<file path="src/cmh_pkg.sv">
// Package for the clocked micro host port controller: constants, types and functional notes
// Functional notes
// - Device samples port controls, address and data only on rising clock edges.
// - Host drives 3-bit address, 8-bit data, only while chip select is low; the host keeps data driven until deselect is on the pins.
// - Mode 0: host may keep reading with write high and read strobe low.
// - Mode 0 read ends when host raises chip select and device samples it.
// - Mode 0: host may hold write strobes low to write further words.
// - Mode 0 write ends when host raises chip select and device samples it.
// - After a completed write the next write may start at edge N-star.
// - Mode 1: host may keep reading with read/write high and strobe low.
// - Mode 1 read ends when chip select high is sampled; acknowledge forced high.
// - Mode 1: host may hold read/write and strobe low to keep writing.
// - Mode 1 write ends on sampled chip select high; acknowledge forced high.
package cmh_pkg;
    localparam int CMH_AW = 3;
    localparam int CMH_DW = 8;
    // Worst-case acknowledge wait before the host gives up
    localparam int CMH_ACK_TIMEOUT_NS = 2000;
    localparam int CMH_CLK_NS = 10;
    localparam logic [7:0] CMH_ACK_TIMEOUT_CYC = 8'(CMH_ACK_TIMEOUT_NS / CMH_CLK_NS);
    // Idle cycles between chip select high and the next access (covers N-star)
    localparam logic [1:0] CMH_GAP_CYC = 2'h2;
    localparam logic [CMH_AW-1:0] CMH_ADDR_INTERNAL = 3'h0;

    typedef struct packed {
        logic cs_n;
        logic strobe_n;   // Read strobe in mode 0, data strobe in mode 1
        logic rw_wr;      // Write strobe (low) in mode 0, read/write in mode 1
        logic [CMH_AW-1:0] addr;
        logic [CMH_DW-1:0] dout;
        logic doe;
    } cmh_pins_t;

    typedef struct packed {
        logic write;
        logic [CMH_AW-1:0] addr;
        logic [CMH_DW-1:0] wdata;
    } cmh_req_t;

    typedef struct packed {
        logic done;
        logic timeout;
        logic [CMH_DW-1:0] rdata;
    } cmh_rsp_t;
endpackage

</file>
<file path="src/cmh_host.sv">
// Host controller driving the clocked micro port in either handshake mode
`timescale 1ns/1ns
module cmh_host (
    input wire logic clk_sys,
    input wire logic arst_n,
    input wire logic mode_sel,
    input wire logic req_valid,
    output logic req_ready,
    input wire cmh_pkg::cmh_req_t req,
    output cmh_pkg::cmh_rsp_t rsp,
    output logic port_clk,
    output cmh_pkg::cmh_pins_t pins,
    input wire logic [cmh_pkg::CMH_DW-1:0] data_in,
    input wire logic xfer_ack_n
);
    import cmh_pkg::*;

    typedef enum logic [2:0] {
        ST_IDLE = 3'b000,
        ST_SETUP = 3'b001,
        ST_WAIT = 3'b010,
        ST_END = 3'b011,
        ST_GAP = 3'b100
    } cmh_state_t;

    cmh_state_t st_r;
    cmh_pins_t drive_r;
    logic ack_s;
    logic ack_low_r;
    logic [CMH_DW-1:0] din_s;
    logic [7:0] tmo_r;
    logic [1:0] gap_r;
    logic clk_div_r;
    logic mode_r;
    logic take;
    logic finish;
    logic tmo_hit;
    logic sel_seen;

    // Completion seen: ready went low then back high (mode 0), or ack low (mode 1)
    function automatic logic ack_done(input logic m, input logic a, input logic seen_low);
        ack_done = m ? !a : (seen_low && a);
    endfunction

    // Strobe pair {strobe_n, rw_wr} for an access in the given mode.
    // Mode 1 pulls the data strobe and shows direction on read/write;
    // mode 0 pulls the read strobe for a read, the write strobe for a write.
    function automatic logic [1:0] strobe_pair(input logic m, input logic wr);
        if (m) begin
            strobe_pair = {1'b0, !wr};
        end else begin
            strobe_pair = {wr, !wr};
        end
    endfunction

    // Ready/acknowledge is a pin from the device; three-flop filtered.
    // In mode 0 it falls with no clock at all, so it is truly asynchronous.
    cmh_sync u_ack_sync (
        .clk_sys(clk_sys),
        .arst_n(arst_n),
        .d_in(xfer_ack_n),
        .q_out(ack_s)
    );

    // Read data bus, one filter per bit. Same latency as the acknowledge
    // path, and the device drives the byte well before it acknowledges,
    // so no bit can still be in flight when the byte is captured.
    genvar gi;
    generate
        for (gi = 0; gi < CMH_DW; gi++) begin : g_din
            cmh_sync u_din_sync (
                .clk_sys(clk_sys),
                .arst_n(arst_n),
                .d_in(data_in[gi]),
                .q_out(din_s[gi])
            );
        end
    endgenerate

    // Device port clock at half our rate, so pins settle between its rising edges
    always_ff @(posedge clk_sys or negedge arst_n) begin
        if (!arst_n) begin
            clk_div_r <= 1'b0;
        end else begin
            clk_div_r <= ~clk_div_r;
        end
    end
    assign port_clk = clk_div_r;

    // Handshake events of this cycle
    assign take = (st_r == ST_IDLE) && req_valid && req_ready;
    assign tmo_hit = (st_r == ST_WAIT) && (tmo_r == 8'h00);
    assign finish = (st_r == ST_WAIT) && (ack_done(mode_r, ack_s, ack_low_r) || tmo_hit);
    // Selection as the device really sees it, not as we intend it
    assign sel_seen = !pins.cs_n;

    // Mode is latched per access so a pin change mid-access cannot split it
    always_ff @(posedge clk_sys or negedge arst_n) begin
        if (!arst_n) begin
            mode_r <= 1'b0;
        end else if (take) begin
            mode_r <= mode_sel;
        end
    end

    // Request side: ready only while idle, dropped on the edge that takes
    always_ff @(posedge clk_sys or negedge arst_n) begin
        if (!arst_n) begin
            req_ready <= 1'b0;
        end else begin
            req_ready <= (st_r == ST_IDLE) && !take;
        end
    end

    // Access sequencer; the setup and end steps wait for the pins to reach the device
    always_ff @(posedge clk_sys or negedge arst_n) begin
        if (!arst_n) begin
            st_r <= ST_IDLE;
        end else begin
            unique case (st_r)
                ST_IDLE: begin
                    if (take) begin
                        st_r <= ST_SETUP;
                    end
                end
                ST_SETUP: begin
                    // Strobes only once chip select is out, for address setup
                    if (sel_seen) begin
                        st_r <= ST_WAIT;
                    end
                end
                ST_WAIT: begin
                    if (finish) begin
                        st_r <= ST_END;
                    end
                end
                ST_END: begin
                    // Deselect must be on the pins before the access counts done
                    if (!sel_seen) begin
                        st_r <= ST_GAP;
                    end
                end
                ST_GAP: begin
                    // Mode 1 also waits for the acknowledge to be forced high
                    if (gap_r == 2'h0 && (mode_r ? ack_s : 1'b1)) begin
                        st_r <= ST_IDLE;
                    end
                end
                default: begin
                    st_r <= ST_IDLE;
                end
            endcase
        end
    end

    // Acknowledge watchdog; a device in the wrong mode must not hang us
    always_ff @(posedge clk_sys or negedge arst_n) begin
        if (!arst_n) begin
            tmo_r <= 8'h00;
        end else if (st_r == ST_SETUP) begin
            tmo_r <= CMH_ACK_TIMEOUT_CYC;
        end else if (st_r == ST_WAIT && tmo_r != 8'h00) begin
            tmo_r <= tmo_r - 8'h01;
        end
    end

    // Mode 0 ready has to be seen low before its return high means done
    always_ff @(posedge clk_sys or negedge arst_n) begin
        if (!arst_n) begin
            ack_low_r <= 1'b0;
        end else if (st_r == ST_SETUP) begin
            ack_low_r <= 1'b0;
        end else if (st_r == ST_WAIT && !ack_s) begin
            ack_low_r <= 1'b1;
        end
    end

    // Idle gap after deselect; holds at zero while mode 1 waits for ack
    always_ff @(posedge clk_sys or negedge arst_n) begin
        if (!arst_n) begin
            gap_r <= 2'h0;
        end else if (st_r == ST_END) begin
            gap_r <= CMH_GAP_CYC;
        end else if (st_r == ST_GAP && gap_r != 2'h0) begin
            gap_r <= gap_r - 2'h1;
        end
    end

    // Pin levels the sequencer wants; they reach the pins one stage later
    always_ff @(posedge clk_sys or negedge arst_n) begin
        if (!arst_n) begin
            drive_r <= '{cs_n: 1'b1, strobe_n: 1'b1, rw_wr: 1'b1,
                         addr: 3'h0, dout: 8'h00, doe: 1'b0};
        end else if (take) begin
            drive_r.addr <= req.addr;
            drive_r.dout <= req.wdata;
            drive_r.doe <= req.write;
            drive_r.cs_n <= 1'b0;
        end else if (st_r == ST_SETUP && sel_seen) begin
            // One word per access; strobes are never held across accesses
            {drive_r.strobe_n, drive_r.rw_wr} <= strobe_pair(mode_r, drive_r.doe);
        end else if (finish) begin
            drive_r.cs_n <= 1'b1;
            drive_r.strobe_n <= 1'b1;
            drive_r.rw_wr <= 1'b1;
        end else if (st_r == ST_END && !sel_seen) begin
            // Data stays driven until deselect is out, for hold time
            drive_r.doe <= 1'b0;
        end
    end

    // Pins move only on the edge where the port clock falls, so they are
    // half a port period clear of the device's rising sampling edge. The
    // cost is up to one extra system cycle per step.
    always_ff @(posedge clk_sys or negedge arst_n) begin
        if (!arst_n) begin
            pins <= '{cs_n: 1'b1, strobe_n: 1'b1, rw_wr: 1'b1,
                      addr: 3'h0, dout: 8'h00, doe: 1'b0};
        end else if (clk_div_r) begin
            pins <= drive_r;
        end
    end

    // Answer to the requester: one-cycle flags, read byte held until next
    always_ff @(posedge clk_sys or negedge arst_n) begin
        if (!arst_n) begin
            rsp <= '0;
        end else begin
            rsp.done <= (st_r == ST_END) && !sel_seen;
            rsp.timeout <= tmo_hit;
            if (finish) begin
                rsp.rdata <= din_s;
            end
        end
    end
endmodule

</file>
<file path="src/cmh_sync.sv">
// Three-stage input synchroniser with second/third agreement filter
`timescale 1ns/1ns
module cmh_sync (
    input wire logic clk_sys,
    input wire logic arst_n,
    input wire logic d_in,
    output logic q_out
);
    logic s1_r;
    logic s2_r;
    logic s3_r;

    // First stage feeds only the second; output moves once stages two and three agree
    always_ff @(posedge clk_sys or negedge arst_n) begin
        if (!arst_n) begin
            s1_r <= 1'b1;
            s2_r <= 1'b1;
            s3_r <= 1'b1;
            q_out <= 1'b1;
        end else begin
            s1_r <= d_in;
            s2_r <= s1_r;
            s3_r <= s2_r;
            if (s2_r == s3_r) begin
                q_out <= s3_r;
            end
        end
    end
endmodule
</file>
<file path="config.mk">
export PLATFORM = sky130hd
export DESIGN_NAME = cmh_host
export DESIGN_NICKNAME = d
export VERILOG_FILES = /design/src/cmh_pkg.sv /design/src/cmh_host.sv /design/src/cmh_sync.sv
export SDC_FILE = /design/constraint.sdc
export NUM_CORES = 1
export LEC_CHECK = 0
export BUFFER_PORTS_ARGS = -buffer_cell sky130_fd_sc_hd__clkbuf_2
export CAP_MARGIN = 10
export CORE_MARGIN = 5
export CORE_UTILIZATION = 50
export CTS_BUF_LIST = sky130_fd_sc_hd__clkbuf_4
export CTS_CLUSTER_DIAMETER = 150
export CTS_CLUSTER_SIZE = 10
export DETAILED_ROUTE_END_ITERATION = 8
export PLACE_DENSITY = 0.71
export SLEW_MARGIN = 25
export SYNTH_ARGS = -nofsm -noshare
export SYNTH_HDL_FRONTEND = slang
export SYNTH_SLANG_ARGS = --single-unit
export TNS_END_PERCENT = 30
</file>
<file path="constraint.sdc">
create_clock -name clk_sys -period 2.6 [get_ports clk_sys]
set_input_delay 0 -clock clk_sys [delete_from_list [all_inputs] [get_ports clk_sys]]
set_output_delay 0 -clock clk_sys [all_outputs]
set_load 0.1 [all_outputs]
</file>
==> run metrics, run 1 <==
run status=completed; CP peak stage delay=0.52 ns; cells along the critical path=inv_1, ha_1, or3b_2, o211ai_2, and2_4, mux2_4; I/O Buffers=51; Final #Nets=336; Initial Utilization=51.3%; core area=0.00676 mm²; Async S/R FF share, synth=100%; # DRC=0; Vias/cell=5.19; DRT Pass-1 Iters=4; Die Span Y=93.3 µm; row cnt=30; Placed Instances=353; die area=0.00870 mm²; GRT overflow=0; Mapped Nets=256; Worst Setup End Kind=flop; Critical Path Stages=6; Slew headroom=49.3%; WS Path Type=reg -> reg; H-tree depth=3; mean area per synthesized cell=15.2 µm²; Final period util=84.0%; setup bufs post-CTS=0; Fill cells=535; WP data required=2.92 ns; clock skew=0.0194 ns; Finished Layout Cells=393; initial antenna violation count=0; YS warnings=0; clk root buf=clkbuf_4; final worst setup slack=0.416 ns; prevailing post-synth register cell=dfrtp_1; slowest CP cell=or3b_2; CTS tree=yes; gr usage total=15.5%; Final Wtd Congestion=0.748; RSZ-0062 raised after global routing=no; flip-flop and latch count after synthesis=93; cell depth of the worst flop-to-flop path=6; Synth cell types=44; Area Overhead vs Synth=21.0%; Seq/Total Area, Yosys=68.7%; fmax=0.458 GHz; worst-case clock buffer depth=2; DR iter-0 viols=76; cts repair resizes=0; share of layout cells above drive strength 1=47.3%; TritonCTS buffer count=9; Fin. Hold Viols=0; CP Launch Type=flop; fin crit period=2.18 ns; vias in the first global route=2,185; final WL=5.94 mm; post-route ant nets=0; Maximum Capacitance Violations=0; leading cell types in the layout, fill and taps excluded=dfrtp_1, clkbuf_2, dfstp_2; Top-Level Pins=52; # setup viols final=0; Post-synth EDFFs=0; drt wl/cell=15.1 µm; largest net degree at the start of global routing=86; buffers and inverters on the worst path=1; Worst-path clk slew=0.16 ns; antenna cells=0; clock latency on the worst-skew pair=0.43 ns; WP data arrival=2.51 ns; Worst Path Max Fanout=10; commonest non-fill, non-tap cell in the layout=dfrtp_1; Pins Over Slew Limit=0; global-route wire length before repair=10.4 mm; Gate Count Post-Synth=228; Die X=93.3 µm; Crit path max-delay family=simple AND/OR/NAND/NOR gates; Post-Syn Area=0.00347 mm²; clk sink count=93; Hold WC Path Type=in -> async; Setup TNS=0 ns; vias=2,040; worst slack, placed=0.444 ns; worst-margin pin slew=0.761 ns; hold_buf cts=24; DP HPWL=3.96 mm
==> through the flow <==
stage / instance area (µm²) / util [%] / hold WS [ns]
floorplan: 3470 / - / -0.296
global placement: 3790 / 56.1 / 0.0880
detailed placement: 3790 / 56.1 / 0.0889
CTS: 4190 / 62.0 / 0.147
global route: 4190 / 62.1 / 0.150
finish: 4190 / 62.1 / 0.129
==> worst reg2reg max path, cell delays in order (launching register included) <==
cell,delay [ns]
dfrtp_1,0.45
inv_1,0.12
ha_1,0.17
or3b_2,0.52
o211ai_2,0.21
and2_4,0.30
mux2_4,0.32
==> per-layer routing <==
layer / vias to the layer above / GRT usage, % / routed length, µm
met5: - / 0 / 0
met4: 0 / 6.96 / 107
met3: 12 / 3.62 / 270
met2: 38 / 24.9 / 2970
met1: 1032 / 19.9 / 2590
li1: 958 / - / -
==> cell type report <==
class	instances	area, µm²	share of cell area (%)
multi-input combinational	119	1000	24.0
sequential	93	2380	56.7
inverter	7	26.3	0.626
clock inverter	7	91.3	2.18
clock buffer	9	67.6	1.61
timing repair buffer	78	524	12.5
tap	80	100	2.39
==> flip-flops by register name, summed over array words and instances, names as in the netlist <==
| register | count |
|---|---|
| mode_r | 1 |
| u_ack_sync.s1_r | 1 |
| port_clk | 1 |
| req_ready | 1 |
| ack_low_r | 1 |
| g_din.u_din_sync.s2_r | 8 |
| pins | 15 |
| u_ack_sync.s3_r | 1 |
| u_ack_sync.q_out | 1 |
| u_ack_sync.s2_r | 1 |
| g_din.u_din_sync.s1_r | 8 |
| drive_r | 15 |
| gap_r | 2 |
| st_r | 3 |
| rsp | 10 |
| g_din.u_din_sync.s3_r | 8 |
| tmo_r | 8 |
| g_din.u_din_sync.q_out | 8 |
==> final timing paths <==
check                                         start                   endpoint  slack, ns
hold reg to reg            g_din[7].u_din_sync.s1_r   g_din[7].u_din_sync.s2_r       0.36
setup / recovery                           tmo_r[0]                     rsp[5]       0.42
setup reg to reg                           tmo_r[0]                     rsp[5]       0.42
max in group asynchronous                    arst_n  g_din[4].u_din_sync.q_out       1.74
min in group clk_sys                     data_in[4]   g_din[4].u_din_sync.s1_r       0.18
hold / removal                               arst_n                     rsp[3]       0.13
==> logic make-up after synthesis <==
kind of cell / count (synthesis) / synth area share, %
compound gates: 25 / 4.95
buf+inv: 16 / 2.35
fa+ha+maj: 12 / 3.68
mux: 38 / 13.1
xor+xnor: 1 / 0.253
flops: 93 / 68.7
simple gates: 43 / 7.00
==> synth_stat cells, types with 2 or more instances <==
cell	n	area [µm²]
dfrtp_1	51	1280
mux2_2	20	225
o21ai_1	2	10.0
maj3_1	9	90.1
a21oi_1	3	15.0
nand2b_1	2	12.5
nor2_1	7	26.3
o31a_1	2	17.5
nand2_1	12	45.0
mux2_1	7	78.8
clkbuf_1	4	15.0
o21ai_0	7	35.0
or3b_2	2	17.5
and3_1	2	12.5
mux2i_1	3	30.0
mux2_4	8	120
ha_1	3	37.5
buf_2	4	20.0
inv_1	7	26.3
dfstp_2	42	1100
nand3_1	6	30.0
nor3_1	2	10.0
o311ai_0	2	17.5
Power of run 1 is left out: the tool's default activity adds up to more than one toggle a clock period on the data nets, which glitch-free logic cannot reach.
==> inputs of run 2 (changes only) <==
--- a/config.mk
+++ b/config.mk
@@ -13,7 +13,7 @@
 export CTS_CLUSTER_DIAMETER = 150
 export CTS_CLUSTER_SIZE = 10
 export DETAILED_ROUTE_END_ITERATION = 8
-export PLACE_DENSITY = 0.71
+export PLACE_DENSITY = 0.74
 export SLEW_MARGIN = 25
 export SYNTH_ARGS = -nofsm -noshare
 export SYNTH_HDL_FRONTEND = slang
==> constraint.sdc (replaced) <==
create_clock -name clk_sys -period 2 [get_ports clk_sys]
set_input_delay 0 -clock clk_sys [delete_from_list [all_inputs] [get_ports clk_sys]]
set_output_delay 0 -clock clk_sys [all_outputs]
set_load 0.1 [all_outputs]
==> run 2 against run 1 <==
Die area unchanged. Count of clock-buffer cells in the layout unchanged. Largest cell class unchanged. Cell count grew 2.8%. First-iteration DRC count up 41%. Wire length increased by 2.2%. Via count up 1.2%. Non-clock buffer count up 10.
==> run metrics, run 2 (synthesis gave the netlist of run 1 again) <==
row cnt=30 (unchanged); vias in the first global route=2,277 (was 2,185); worst-margin pin slew=0.626 ns (was 0.761 ns); final WL=6.07 mm (was 5.94 mm); fmax=0.521 GHz (was 0.458 GHz); leading cell types in the layout, fill and taps excluded=dfrtp_1, clkbuf_2, dfstp_2 (unchanged); clk root buf=clkbuf_4 (unchanged); initial antenna violation count=0 (unchanged); CP Launch Type=flop (unchanged); Area after DPL=0.00386 mm² (was 0.00379 mm²); Worst Path Max Fanout=5 (was 10); drt wl/cell=15.0 µm (was 15.1 µm); H-tree depth=3 (unchanged); Final Wtd Congestion=0.883 (was 0.748); clk sink count=93 (unchanged); final worst setup slack=0.0821 ns (was 0.416 ns); setup slack, reg-to-reg=0.08 ns (was 0.42 ns); share of layout cells above drive strength 1=50.3% (was 47.3%); CTS tree=yes (unchanged); CP endpoint=rsp[4] (was rsp[5]); fin crit period=1.92 ns (was 2.18 ns); Slew headroom=58.3% (was 49.3%); die area=0.00870 mm² (unchanged); Fill cells=495 (was 535); RR Endpoint=rsp[4] (was rsp[5]); DRT Pass-1 Iters=4 (unchanged); Die Span Y=93.3 µm (unchanged); Die X=93.3 µm (unchanged); # DRC=0 (unchanged); Top-Level Pins=52 (unchanged); antenna cells=0 (unchanged); WS Path Type=reg -> reg (unchanged); gr usage total=15.7% (was 15.5%); run status=completed (unchanged); WP data arrival=2.24 ns (was 2.51 ns); DR iter-0 viols=107 (was 76); DP HPWL=4.10 mm (was 3.96 mm); crit path launch=tmo_r[0] (unchanged); worst slack, placed=-0.0443 ns (was 0.444 ns); clock skew=0.0128 ns (was 0.0194 ns); Initial Utilization=51.3% (unchanged); Pins Over Slew Limit=0 (unchanged); Final period util=95.9% (was 84.0%); worst-case clock buffer depth=2 (unchanged); Worst Setup End Kind=flop (unchanged); largest net degree at the start of global routing=51 (was 86); clock latency on the worst-skew pair=0.43 ns (about the same); Maximum Capacitance Violations=0 (unchanged); WP data required=2.32 ns (was 2.92 ns); Hold WC Path Type=in -> async (unchanged); global-route wire length before repair=10.7 mm (was 10.4 mm); post-route ant nets=0 (unchanged); Area Overhead vs Synth=24.0% (was 21.0%); Final Instance Area=0.00430 mm² (was 0.00419 mm²); TritonCTS buffer count=9 (unchanged); Final #Nets=347 (was 336); I/O Buffers=51 (unchanged); Worst-path clk slew=0.16 ns (about the same); core area=0.00676 mm² (unchanged); Fin. Hold Viols=0 (unchanged); GRT overflow=0 (unchanged); vias=2,064 (was 2,040); cell depth of the worst flop-to-flop path=6 (unchanged); r2r startpoint=tmo_r[0] (unchanged); # setup viols final=0 (unchanged); Regs by FF count=drive_r x15, pins x15, rsp x10 (unchanged); Vias/cell=5.11 (was 5.19)
-- run 2: how the worst min path moves through the flow --
stage / to / slack [ns]
after global placement: rsp[6] / 0.05
final: rsp[6] / 0.10
after CTS: rsp[6] / 0.1
after global routing: rsp[1] / 0.13
after floorplan: ack_low_r / -0.30
after detailed placement: rsp[6] / 0.05
-- run 2: layout make-up --
| type | count | area, µm² | area share [%] |
|---|---|---|---|
| clock inverter | 7 | 88.8 | 2.07 |
| clock buffer | 9 | 67.6 | 1.57 |
| timing repair buffer | 88 | 608 | 14.1 |
| sequential | 93 | 2380 | 55.4 |
| multi-input combinational | 120 | 1030 | 23.9 |
| tap | 80 | 100 | 2.33 |
| inverter | 7 | 26.3 | 0.611 |
-- run 2: repair_timing --
item	CTS	global route
gates cloned	1	0
buffers inserted	2	0
endpoints found under the hold margin	87	0
pin swaps	1	1
gates resized for setup	5	1
setup endpoints to repair	9	5
hold buffers	24	0
-- run 2: per-layer routing --
metal  routed length, µm  share of wire (%)  track usage (%)  up-vias
li1                    -                  -                -      976
met1                2650                 44             20.4     1024
met2                3080                 51             25.3       58
met3                 310                5.1             4.02        6
met4                  31               0.51             6.23        0
met5                   0                  0                0        -
-- run 2: stage by stage --
step	setup TNS [ns]	utilization (%)	instances	hold slack (ns)
2_1_floorplan	-0.720	-	228	-0.296
3_3_place_gp	0	57.2	361	0.0500
3_5_place_dp	-0.318	57.2	361	0.0540
4_1_cts	0	63.5	404	0.0993
5_1_grt	-0.00153	63.6	404	0.132
6_report	0	63.6	404	0.102
-- run 2: worst max-delay path, stage by stage (launching register included) --
cell	delay, ns
dfrtp_1	0.42
inv_2	0.08
ha_2	0.18
or3b_4	0.40
o211ai_4	0.20
and2_4	0.24
mux2_4	0.31
Power of run 2 is left out for the same reason.
==> inputs of run 3 (changes only) <==
--- a/config.mk
+++ b/config.mk
@@ -8,12 +8,11 @@
 export BUFFER_PORTS_ARGS = -buffer_cell sky130_fd_sc_hd__clkbuf_2
 export CAP_MARGIN = 10
 export CORE_MARGIN = 5
-export CORE_UTILIZATION = 50
+export CORE_UTILIZATION = 24
 export CTS_BUF_LIST = sky130_fd_sc_hd__clkbuf_4
 export CTS_CLUSTER_DIAMETER = 150
 export CTS_CLUSTER_SIZE = 10
 export DETAILED_ROUTE_END_ITERATION = 8
-export PLACE_DENSITY = 0.74
 export SLEW_MARGIN = 25
 export SYNTH_ARGS = -nofsm -noshare
 export SYNTH_HDL_FRONTEND = slang
==> run 3 against run 2 <==
Utilization is 33 points lower. Setup slack worse by 0.019 ns. Cell count is 26% higher. Hold slack worse by 0.023 ns. Clock skew is 0.0080 ns higher. Sequential share of layout area is 1.7 points lower. Register-to-register slack worse by 0.02 ns. Count of clock-buffer cells in the layout stayed put.
==> run metrics, run 3 (synthesis gave the netlist of run 1 again) <==
clock skew=0.0208 ns (was 0.0128 ns); leading cell types in the layout, fill and taps excluded=dfrtp_1, clkbuf_2, dfstp_2 (unchanged); I/O Buffers=51 (unchanged); worst-margin pin slew=0.602 ns (was 0.626 ns); GRT overflow=0 (unchanged); Final #Nets=350 (was 347); Regs by FF count=drive_r x15, pins x15, rsp x10 (unchanged); Fin. Hold Viols=0 (unchanged); Top-Level Pins=52 (unchanged); Die X=130 µm (was 93.3 µm); fin crit period=1.94 ns (was 1.92 ns); cells along the critical path=or4_4, o211ai_4, and2_4, mux2_4 (was inv_2, ha_2, or3b_4, o211ai_4, and2_4, mux2_4); TritonCTS buffer count=9 (unchanged); antenna cells=0 (unchanged); WP data arrival=2.29 ns (was 2.24 ns); slowest CP cell=or4_4 (was dfrtp_1); Vias/cell=4.13 (was 5.11); Pins Over Slew Limit=0 (unchanged); vias=2,109 (was 2,064); Worst Setup End Kind=flop (unchanged); CP peak stage delay=0.57 ns (was 0.42 ns); clk root buf=clkbuf_4 (unchanged); core area=0.0144 mm² (was 0.00676 mm²); buffers and inverters on the worst path=0 (was 1); vias in the first global route=2,188 (was 2,277); row cnt=44 (was 30); Crit path max-delay family=simple AND/OR/NAND/NOR gates (unchanged); clk sink count=93 (unchanged); Final period util=96.8% (was 95.9%); fmax=0.516 GHz (was 0.521 GHz); WP data required=2.35 ns (was 2.32 ns); run status=completed (unchanged); worst-case clock buffer depth=2 (unchanged); die area=0.0169 mm² (was 0.00870 mm²); DR iter-0 viols=51 (was 107); post-route ant nets=0 (unchanged); RSZ-0062 raised after global routing=no; # setup viols final=0 (unchanged); DP HPWL=4.55 mm (was 4.10 mm); Placed Instances=468 (was 361); largest net degree at the start of global routing=49 (was 51); Finished Core Util=30.9% (was 63.6%); Initial Utilization=24.1% (was 51.3%); Final Wtd Congestion=0.769 (was 0.883); Finished Layout Cells=511 (was 404); Slew headroom=59.8% (was 58.3%); WS Path Type=reg -> reg (unchanged); global-route wire length before repair=11.1 mm (was 10.7 mm); drt wl/cell=12.7 µm (was 15.0 µm); gr usage total=8.49% (was 15.7%); DRT Pass-1 Iters=4 (unchanged); # DRC=0 (unchanged); Die Span Y=130 µm (was 93.3 µm); final WL=6.50 mm (was 6.07 mm); share of layout cells above drive strength 1=50.5% (was 50.3%); Worst-path clk slew=0.16 ns (about the same); Maximum Capacitance Violations=0 (unchanged); clock latency on the worst-skew pair=0.45 ns (was 0.43 ns); H-tree depth=3 (unchanged); Hold WC Path Type=in -> async (unchanged); initial antenna violation count=0 (unchanged); Worst Path Max Fanout=6 (was 5); CTS tree=yes (unchanged); CP Launch Type=flop (unchanged); Hold Slack=0.0796 ns (was 0.102 ns); Area Overhead vs Synth=28.1% (was 24.0%)
run 3: path summary, 6_finish.rpt:
path | from | to | slack, ns | cells past startpoint
hold / removal | arst_n | drive_r[0] | 0.08 | 2
setup / recovery | tmo_r[4] | rsp[3] | 0.06 | 4
min in group clk_sys | data_in[6] | g_din[6].u_din_sync.s1_r | 0.16 | 2
setup reg to reg | tmo_r[4] | rsp[3] | 0.06 | 4
max in group asynchronous | arst_n | g_din[4].u_din_sync.s1_r | 1.17 | 3
hold reg to reg | u_ack_sync.s1_r | u_ack_sync.s2_r | 0.35 | 0
run 3: area by class of cell:
| type | count | area (µm²) |
|---|---|---|
| tap | 184 | 230 |
| fill | 1412 | 9930 |
| timing repair buffer | 91 | 631 |
| sequential | 93 | 2380 |
| inverter | 7 | 26.3 |
| clock inverter | 7 | 75.1 |
| clock buffer | 9 | 67.6 |
| multi-input combinational | 120 | 1030 |
run 3: per-stage QoR:
step / setup TNS [ns] / instance area [µm²] / worst slack, ns
3_5_place_dp: -0.244 / 4020 / -0.0317
6_report: 0 / 4440 / 0.0633
2_1_floorplan: -0.720 / 3470 / -0.0632
4_1_cts: 0 / 4430 / 0.0178
3_3_place_gp: 0 / 4020 / 0.0411
5_1_grt: 0 / 4440 / 0.00643
run 3: repair_timing:
item / CTS / global route
buffers inserted: 2 / 0
pin swaps: 1 / 1
resized for setup: 2 / 3
hold buffers: 24 / 0
endpoints found under the setup margin: 9 / 7
gates cloned: 1 / 0
hold endpoints to repair: 83 / 0
run 3: per-layer routing:
metal / routed length [µm] / track usage, % / vias up / part of all wire [%]
met5: 0 / 0 / - / 0
met1: 2740 / 10.5 / 1052 / 42
met3: 313 / 2.54 / 20 / 4.8
li1: - / - / 988 / -
met4: 278 / 5.81 / 0 / 4.3
met2: 3170 / 12.7 / 49 / 49
Power of run 3 is left out for the same reason.
